`src/rrs_pkg.sv`:
```
// Constants and types for the rotate and fill-ones execution datapath
// How it works
// - The rotate operation moves the byte right one place, bit 0 wraps into bit 7, carry untouched.
// - The rotate result goes to the working register when the destination bit is 0, else back to the file register.
// - An access bit of 0 addresses the fast access bank, a 1 forms the address from the bank select value.
// - The fill operation writes FFh into the addressed file register whatever it held.
package rrs_pkg;

	// Register byte offsets
	localparam logic [7:0] OFS_INSTR   = 8'h00;
	localparam logic [7:0] OFS_WREG    = 8'h04;
	localparam logic [7:0] OFS_BANKSEL = 8'h08;
	localparam logic [7:0] OFS_STATUS  = 8'h0C;

	// Status bit positions
	localparam int ST_BUSY    = 0;
	localparam int ST_ZERO    = 1;
	localparam int ST_NEG     = 2;
	localparam int ST_ILLEGAL = 3;
	localparam int ST_REFUSED = 4;

	// Instruction word fields
	localparam int IW_DEST = 9;
	localparam int IW_BANK = 8;

	// Opcode patterns
	localparam logic [5:0] OPC_ROT = 6'h10;
	localparam logic [6:0] OPC_SET = 7'h34;

	// Values after reset and data constants
	localparam logic [15:0] RST_INSTR   = 16'h0000;
	localparam logic [7:0]  RST_WREG    = 8'h00;
	localparam logic [3:0]  RST_BANKSEL = 4'h0;
	localparam logic [7:0]  FILL_VALUE  = 8'hFF;
	localparam logic [11:0] RST_ADDR    = 12'h000;

	// Fast access bank split: low half to bank 0, high half to last bank
	localparam logic [3:0] ACC_LOW_BANK  = 4'h0;
	localparam logic [3:0] ACC_HIGH_BANK = 4'hF;

	// Instruction phases, one-hot
	typedef enum logic [4:0] {
		PH_IDLE = 5'h01,
		PH_Q1   = 5'h02,
		PH_Q2   = 5'h04,
		PH_Q3   = 5'h08,
		PH_Q4   = 5'h10
	} rrs_phase_type;

	// Opcode decode, used by the issue logic and the datapath
	function automatic logic is_rot(input logic [15:0] iw);
		is_rot = (iw[15:10] == OPC_ROT);
	endfunction : is_rot

	function automatic logic is_set(input logic [15:0] iw);
		is_set = (iw[15:9] == OPC_SET);
	endfunction : is_set

	// Right rotate without carry
	function automatic logic [7:0] rot_right(input logic [7:0] v);
		rot_right = {v[0], v[7:1]};
	endfunction : rot_right

endpackage : rrs_pkg

```
`src/rrs_core.sv`:
```
// Execution datapath for the rotate-right and fill-ones file operations
//
// The placing of the registers and the plain strobed port were chosen for this implementation.
`timescale 1ns/10ps
module rrs_core (
	input  wire logic        i_clk,
	input  wire logic        i_rst,
	input  wire logic [7:0]  i_addr,
	input  wire logic [31:0] i_wdata,
	input  wire logic        i_wr,
	input  wire logic        i_rd,
	output logic      [31:0] o_rdata,
	output logic      [11:0] o_mem_addr,
	output logic             o_mem_re,
	output logic             o_mem_we,
	output logic      [7:0]  o_mem_wdata,
	input  wire logic [7:0]  i_mem_rdata,
	output logic             o_busy
);

	rrs_pkg::rrs_phase_type ph_r;
	rrs_pkg::rrs_phase_type ph_nxt;
	logic [15:0] instr_r;
	logic [7:0]  wreg_r;
	logic [3:0]  bsel_r;
	logic        zero_r;
	logic        neg_r;
	logic        illegal_r;
	logic        refused_r;
	logic [31:0] rdata_r;
	logic [11:0] mem_addr_r;
	logic        mem_re_r;
	logic        mem_we_r;
	logic [7:0]  mem_wdata_r;
	logic        busy_r;

	// Bus decode
	wire        wr_instr  = i_wr && (i_addr == rrs_pkg::OFS_INSTR);
	wire        wr_wreg   = i_wr && (i_addr == rrs_pkg::OFS_WREG);
	wire        wr_bsel   = i_wr && (i_addr == rrs_pkg::OFS_BANKSEL);
	wire        wr_stat   = i_wr && (i_addr == rrs_pkg::OFS_STATUS);
	wire        idle      = (ph_r == rrs_pkg::PH_IDLE);
	wire [15:0] new_iw    = i_wdata[15:0];
	wire        new_legal = rrs_pkg::is_rot(new_iw) || rrs_pkg::is_set(new_iw);
	wire        start     = wr_instr && idle && new_legal;
	wire        bad_issue = wr_instr && idle && !new_legal;
	wire        busy_hit  = wr_instr && !idle;

	// Operand address and result
	wire        op_rot   = rrs_pkg::is_rot(instr_r);
	wire        to_file  = !op_rot || instr_r[rrs_pkg::IW_DEST];
	wire [3:0]  acc_bank = instr_r[7] ? rrs_pkg::ACC_HIGH_BANK
	                                  : rrs_pkg::ACC_LOW_BANK;
	wire [3:0]  eff_bank = instr_r[rrs_pkg::IW_BANK] ? bsel_r
	                                                 : acc_bank;
	wire [11:0] eff_addr = {eff_bank, instr_r[7:0]};
	wire [7:0]  result   = op_rot ? rrs_pkg::rot_right(i_mem_rdata)
	                              : rrs_pkg::FILL_VALUE;
	wire        commit   = (ph_r == rrs_pkg::PH_Q3);

	// Read mux
	wire [31:0] stat_word = {27'h0000000, refused_r, illegal_r, neg_r,
	                         zero_r, !idle};
	wire [31:0] rd_mux =
		(i_addr == rrs_pkg::OFS_INSTR)   ? {16'h0000, instr_r} :
		(i_addr == rrs_pkg::OFS_WREG)    ? {24'h000000, wreg_r} :
		(i_addr == rrs_pkg::OFS_BANKSEL) ? {28'h0000000, bsel_r} :
		(i_addr == rrs_pkg::OFS_STATUS)  ? stat_word : 32'h00000000;

	// Phase sequencer: one instruction takes Q1..Q4
	always_comb begin
		case (ph_r)
			rrs_pkg::PH_IDLE: ph_nxt = start ? rrs_pkg::PH_Q1 : rrs_pkg::PH_IDLE;
			rrs_pkg::PH_Q1:   ph_nxt = rrs_pkg::PH_Q2;
			rrs_pkg::PH_Q2:   ph_nxt = rrs_pkg::PH_Q3;
			rrs_pkg::PH_Q3:   ph_nxt = rrs_pkg::PH_Q4;
			rrs_pkg::PH_Q4:   ph_nxt = rrs_pkg::PH_IDLE;
			default:          ph_nxt = rrs_pkg::PH_IDLE;
		endcase
	end

	always_ff @(posedge i_clk or posedge i_rst) begin
		if (i_rst) begin
			ph_r    <= rrs_pkg::PH_IDLE;
			instr_r <= rrs_pkg::RST_INSTR;
			busy_r  <= 1'b0;
		end else begin
			ph_r   <= ph_nxt;
			busy_r <= (ph_nxt != rrs_pkg::PH_IDLE); // Busy straight from a flop
			if (start) begin
				instr_r <= new_iw;
			end
		end
	end

	// Data memory port: read in Q2, write in Q4
	always_ff @(posedge i_clk or posedge i_rst) begin
		if (i_rst) begin
			mem_addr_r  <= rrs_pkg::RST_ADDR;
			mem_re_r    <= 1'b0;
			mem_we_r    <= 1'b0;
			mem_wdata_r <= 8'h00;
		end else begin
			mem_re_r <= (ph_r == rrs_pkg::PH_Q1);
			mem_we_r <= commit && to_file;
			if (ph_r == rrs_pkg::PH_Q1) begin
				mem_addr_r <= eff_addr;
			end
			if (commit && to_file) begin
				mem_wdata_r <= result;
			end
		end
	end

	// Working register, bank select and flags
	always_ff @(posedge i_clk or posedge i_rst) begin
		if (i_rst) begin
			wreg_r <= rrs_pkg::RST_WREG;
			bsel_r <= rrs_pkg::RST_BANKSEL;
			zero_r <= 1'b0;
			neg_r  <= 1'b0;
		end else if (commit) begin
			if (!to_file) begin
				wreg_r <= result;
			end
			if (op_rot) begin
				zero_r <= (result == 8'h00);
				neg_r  <= result[7];
			end
		end else if (idle) begin
			if (wr_wreg) begin
				wreg_r <= i_wdata[7:0];
			end
			if (wr_bsel) begin
				bsel_r <= i_wdata[3:0];
			end
			if (wr_stat) begin
				zero_r <= i_wdata[rrs_pkg::ST_ZERO];
				neg_r  <= i_wdata[rrs_pkg::ST_NEG];
			end
		end
	end

	// Sticky error flags, write one to clear, set wins
	always_ff @(posedge i_clk or posedge i_rst) begin
		if (i_rst) begin
			illegal_r <= 1'b0;
			refused_r <= 1'b0;
		end else begin
			illegal_r <= bad_issue ||
				(illegal_r && !(wr_stat && i_wdata[rrs_pkg::ST_ILLEGAL]));
			refused_r <= busy_hit ||
				(refused_r && !(wr_stat && i_wdata[rrs_pkg::ST_REFUSED]));
		end
	end

	// Read data valid only in the cycle after the strobe
	always_ff @(posedge i_clk or posedge i_rst) begin
		if (i_rst) begin
			rdata_r <= 32'h00000000;
		end else begin
			rdata_r <= i_rd ? rd_mux : 32'h00000000;
		end
	end

	assign o_rdata     = rdata_r;
	assign o_mem_addr  = mem_addr_r;
	assign o_mem_re    = mem_re_r;
	assign o_mem_we    = mem_we_r;
	assign o_mem_wdata = mem_wdata_r;
	assign o_busy      = busy_r;

	wire q3_rot = commit && op_rot;
endmodule : rrs_core

```
`config.mk`:
```
export PLATFORM = sky130hd
export DESIGN_NAME = rrs_core
export DESIGN_NICKNAME = d
export VERILOG_FILES = /design/src/rrs_pkg.sv /design/src/rrs_core.sv
export SDC_FILE = /design/constraint.sdc
export NUM_CORES = 1
export LEC_CHECK = 0
export ABC_CLOCK_PERIOD_IN_PS = 7000
export BUFFER_PORTS_ARGS = -buffer_cell sky130_fd_sc_hd__buf_2
export CAP_MARGIN = 20
export CORE_MARGIN = 8
export CORE_UTILIZATION = 45
export CTS_CLUSTER_SIZE = 25
export DETAILED_ROUTE_END_ITERATION = 8
export PLACE_DENSITY = 0.72
export SLEW_MARGIN = 20
export SYNTH_ARGS = -nofsm -noshare
export SYNTH_HDL_FRONTEND = slang
export SYNTH_SLANG_ARGS = --single-unit
```
`constraint.sdc`:
```
create_clock -name i_clk -period 7 [get_ports i_clk]
set_input_delay 1.75 -clock i_clk [delete_from_list [all_inputs] [get_ports i_clk]]
set_output_delay 1.75 -clock i_clk [all_outputs]
set_load 0.03 [all_outputs]
```
## Word-level counts from Yosys, hierarchy flattened

Index checks and enable logic that the tools add are counted.

| operators by class | value |
|---|---|
| equality and inequality tests | 13 |
| multiplexer cells | 22 |
| reductions and logical operators | 30 |
| bitwise logic cells | 1 |

Operators by type and width:

| kind | number |
|---|---|
| two-way mux 8 bit | 6 |
| two-way mux 16 bit | 2 |
| one-hot mux 5 bit (4 select lines) | 1 |
| equality test 8 x 4 -> 1 bit, second input constant | 2 |
| logical NOT 8 bit | 2 |
| logical AND 1 bit | 13 |
| equality test 6 x 5 -> 1 bit, second input constant | 2 |
| two-way mux 5 bit | 2 |
| AND reduction 3 bit | 3 |
| equality test 8 x 3 -> 1 bit, second input constant | 1 |
| two-way mux 1 bit | 8 |
| two-way mux 4 bit | 2 |
| equality test 7 x 6 -> 1 bit, second input constant | 1 |
| nonzero test 2 bit | 3 |
| equality test 5 x 1 -> 1 bit, second input constant | 1 |
| equality test 5 x 2 -> 1 bit, second input constant | 1 |
| equality test 5 x 3 -> 1 bit, second input constant | 1 |
| equality test 5 x 4 -> 1 bit, second input constant | 1 |
| logical NOT 1 bit | 5 |
| != test 5 x 1 -> 1 bit, second input constant | 1 |
| logical OR 1 bit | 4 |
| != test 2 bit, second input constant | 2 |
| two-way mux 2 bit | 1 |
| NOT 1 bit | 1 |

| storage, ports and cells | value |
|---|---|
| input port bits | 52 |
| flip-flop bits (word level) | 76 |
| word-level logic and storage cells | 80 |

## Depth between registers and ports, before layout

| depth | value |
|---|---|
| word-level depth | 7 |
| depth in mapped cells | 8 |
| mapped depth without buffers | 5 |

## Worst setup path after synthesis

OpenSTA, ideal clock, no wires.

| timing | value |
|---|---|
| kind | input-to-reg |
| start point | input port i_addr[1] |
| end point | register instr_r[0] |
| setup slack | 3.400 ns |
| setup time | 0.125 ns |
| buffers on the path | 1 |
| data required time | 6.875 ns |
| arrival time | 3.476 ns |
| stages on the path | 5 |
| cells stage by stage | nor4_2 nand3_1 nor4_4 buf_6 mux2_2 |

| between the ends | value |
|---|---|
| cells in the longest elaborated chain, start to end | 4 |

RTL lines:

| what | RTL line | text |
|---|---|---|
| start, declared | rrs_core.sv:8 | `input wire logic [7:0] i_addr,` |
| logical NOT 8 bit | rrs_core.sv:38 | `wire wr_instr = i_wr && (i_addr == rrs_pkg::OFS_INSTR);` |
| logical AND 1 bit | rrs_core.sv:38 |  |
| logical AND 1 bit (2 in a row) | rrs_core.sv:45 | `wire start = wr_instr && idle && new_legal;` |
| end signal, assigned | rrs_core.sv:85 | `instr_r <= rrs_pkg::RST_INSTR;` |
| end signal, assigned | rrs_core.sv:91 | `instr_r <= new_iw;` |
| end, declared | rrs_core.sv:23 | `logic [15:0] instr_r;` |

Every way passes these cells.
A chain may end at the register's enable or synchronous reset.

## Final worst setup path

| timing | value |
|---|---|
| start point | input port i_addr[1] |
| end point | register instr_r[11] |

The elaborated chain is that of the path after synthesis.

==> run_results.csv <==
group,metric,value,unit
critical_path,critical_path_class,"primary input to flop",
critical_path,crit_fanout,12,
placement,gp_congestion,0.8477,
finish,drive_gt1_share,33.78,%
clock_network,cts_made_buffers,9,
sta,finalHoldViolCount,0,
critical_path,cp_slowest_cell,"nor4_4",
sta,whs,0.4738,ns
floorplanning,dieArea,0.01047,sq mm
detailed_routing,wl,7748,um
clock_network,ctsHoldBuffers,0,
floorplanning,chipWidth,102.3,um
sta,worst_pin_slew,0.9177,ns
clock_network,cts_setup_buffers,0,
sta,setup_viol,0,
power,power_density,219.8,mW/mm^2
power,power.switching,0.2044,mW
critical_path,startpoint_type,"primary input",
placement,postPlaceCellArea,0.003732,sq mm
finish,syn2layout_area_growth,17.72,%
critical_path,path_buf_inv,2,
grt,grt_overflow,0,
grt,grt_pass1_wl,12340,um
placement,place_hpwl,5635,um
finish,fin_area,0.003949,sq mm
yosys,synth_top_area_cell,"dfrtp_1",
outcome,outcome,"finished, final reports clean",
yosys,synth_area_leaders,"dfrtp_1, mux2_2, buf_4",
placement,io_buffers,74,
power,cellLeakagePower,2.015,nW
yosys,synth-main-ff-cell,"dfrtp_1",
yosys,synth-edff-count,0,
critical_path,crit_start,"i_addr[1]",
grt,first_global_vias,2435,
sta,slew-limit-headroom,38.82,%
clock_network,cts.clk_slew.worst_paths,0.08,ns
power,ir_drop,0.09902,mV
critical_path,crit_end,"instr_r[11]$_DFFE_PP0P_",
clock_network,cts_root_buf,"clkbuf_8",
sta,fin_setup_tns,0,ns
grt,antenna_found_initial,0,
detailed_routing,wire_per_inst,16.42,um
detailed_routing,drcViolationCount,0,
floorplanning,core_area,0.007253,sq mm
floorplanning,die_y,102.3,um
finish,nets,420,
critical_path,cp.required,7.24,ns
detailed_routing,num_vias,2416,
detailed_routing,ant_nets,0,
detailed_routing,first_iter_violations,120,
yosys,syn_area,0.003354,sq mm
critical_path,r2r_slack,4.42,ns
power,power.total,0.8680,mW
sta,grt_setup_unrepaired,"false",
sta,min_period,3.780,ns
detailed_routing,vias_per_cell,5.119,
yosys,synthArstFlopShare,100.0,%
power,p_seq_share,51.7,%
yosys,yosysMostFrequentCell,"dfrtp_1",
floorplanning,io_pins,107,
clock_network,tritoncts,"built",
yosys,yosys.area.top_type_share,55.95,%
clock_network,cts_sinks,76,
yosys,yosysSeqAreaShare,56.73,%
clock_network,cts_resized,0,
clock_network,cts_htree_levels,3,
finish,fill_cells,670,
yosys,syn_area_per_cell,11.45,sq um
sta,timing.fmax,264.6,MHz
detailed_routing,first_pass_iters,4,
yosys,synth.distinct_cells,44,
yosys,yosys_register_bits,76,
placement,dp_cells,456,
critical_path,crit_chain,"buf_2 > nor4_2 > nand3_1 > nor4_4 > buf_4 > mux2_2",
grt,grt_max_degree,77,
sta,slew_violations,0,
yosys,yosys_warnings,0,
min_path,hold_class,"flop to flop",
floorplanning,row_count,31,
critical_path,r2r-end,"instr_r[11]$_DFFE_PP0P_",
run,maxCapViolCount,0,
critical_path,critPathTopFamily,"simple AND/OR/NAND/NOR gates",
grt,grt_use_total,15.70,%
yosys,yosys-top-cells-count,"dfrtp_1, nand2_1, a21oi_1, mux2_2, buf_4",
sta,period_share,54.00,%
power,pwr-share-comb,6.2,%
clock_network,clock_latency,0.36,ns
finish,antennaDiodeCount,0,
critical_path,cp-end-kind,"flop",
clock_network,cts_buffer_depth,2,
critical_path,path_depth,6,
yosys,synthesis.instances,293,
min_path,worstHoldStart,"o_mem_addr[7]$_DFFE_PP0P_",
floorplanning,initial_utilization,46.25,%
power,p_sw_share,23.55,%
critical_path,rr_startpoint,"ph_r[3]$_DFF_PP0_",
critical_path,rr_worst_depth,5,
finish,fin_cells,472,
sta,finClkSkew,0.01378,ns
critical_path,max_stage_delay,0.68,ns
critical_path,cp.arrival,4.02,ns
power,p_int,0.6636,mW
power,clkPwrFrac,42.0,%
[worst min-delay path by stage]
stage,end,slack [ns],cells after the start
2_1_floorplan,o_mem_addr[0]$_DFFE_PP0P_,0.45,2
3_3_place_gp,o_mem_addr[2]$_DFFE_PP0P_,0.46,2
3_5_place_dp,o_mem_addr[0]$_DFFE_PP0P_,0.46,2
4_1_cts,o_mem_addr[7]$_DFFE_PP0P_,0.48,2
5_1_grt,o_mem_addr[7]$_DFFE_PP0P_,0.49,2
6_report,o_mem_addr[7]$_DFFE_PP0P_,0.47,2
[stage by stage]
stage                     setup WS, ns  util, %
final                            3.220    54.44
after global routing             3.117    54.44
after CTS                        3.221    54.44
after detailed placement         2.829    51.46
after global placement           2.884    51.46
after floorplan                  3.313        -
[state kept, by name (all words and copies together), names as in the netlist, 4 cells and up]
name	cells
o_rdata	16
instr_r	16
bsel_r	4
o_mem_wdata	8
o_mem_addr	12
ph_r	5
wreg_r	8
[power groups by stage]
stage               Sequential, mW  Combinational (mW)  Clock, mW
floorplan                    0.457              0.0415          0
global placement             0.457              0.0531          0
detailed placement           0.458              0.0541          0
CTS                          0.449              0.0543      0.374
global route                 0.450              0.0601      0.393
finish                       0.449              0.0542      0.365
[layout make-up]
type / count / area [sq um] / share of cell area (%)
clock inverters: 6 / 88.84 / 2.250
clock buffers: 10 / 127.6 / 3.232
repair buffers: 77 / 392.9 / 9.949
inverters: 10 / 37.54 / 0.9506
multi-input cells: 194 / 1275 / 32.29
flip-flops and latches: 76 / 1903 / 48.19
well taps: 99 / 123.9 / 3.137
[placed cells by master, fill, tap and decap left out, types with 2 or more instances in the layout]
master and n:
nor2_1 13, a21oi_1 25, clkinvlp_4 2, and2_1 8, nor4_1 4, nor3_1 12
dfrtp_1 75, nand4_1 3, bufinv_16 2, buf_2 74, mux2_4 2, conb_1 16
inv_1 8, buf_4 3, nand2_1 32, nand3_1 3, mux2i_1 9, nor2b_1 5
a2111oi_0 3, mux2_2 24, o21ai_0 5, clkbuf_8 9, nand2b_1 3, o2bb2ai_1 2
or4_1 4, or3_1 4, nor4b_1 2
[per-layer routing]
layer	share of wire (%)	vias to the layer above	global-route usage [%]	wire length, um
li1	-	1146	-	-
met1	45	1153	20.54	3473
met2	45	106	22.79	3482
met3	8.4	11	5.177	647
met4	1.9	0	7.675	144
met5	0	-	0	0
[worst register-to-register path, cell delays in order (launching register included)]
cell and delay, ns:
dfrtp_1 0.50, nor4_1 0.30, nand2_1 0.30, nor4_4 0.69, buf_4 0.31, mux2_2 0.36
[kinds of logic after synthesis]
kind of cell	after synthesis	share of synthesized area, %
other	1	0.1118
flip-flops	76	56.73
multiplexers	36	12.31
AO/OA/AOI/OAI	42	8.057
buffers and inverters	38	6.937
AND/OR/NAND/NOR	100	15.85
Power figures use the tool's default switching activity.
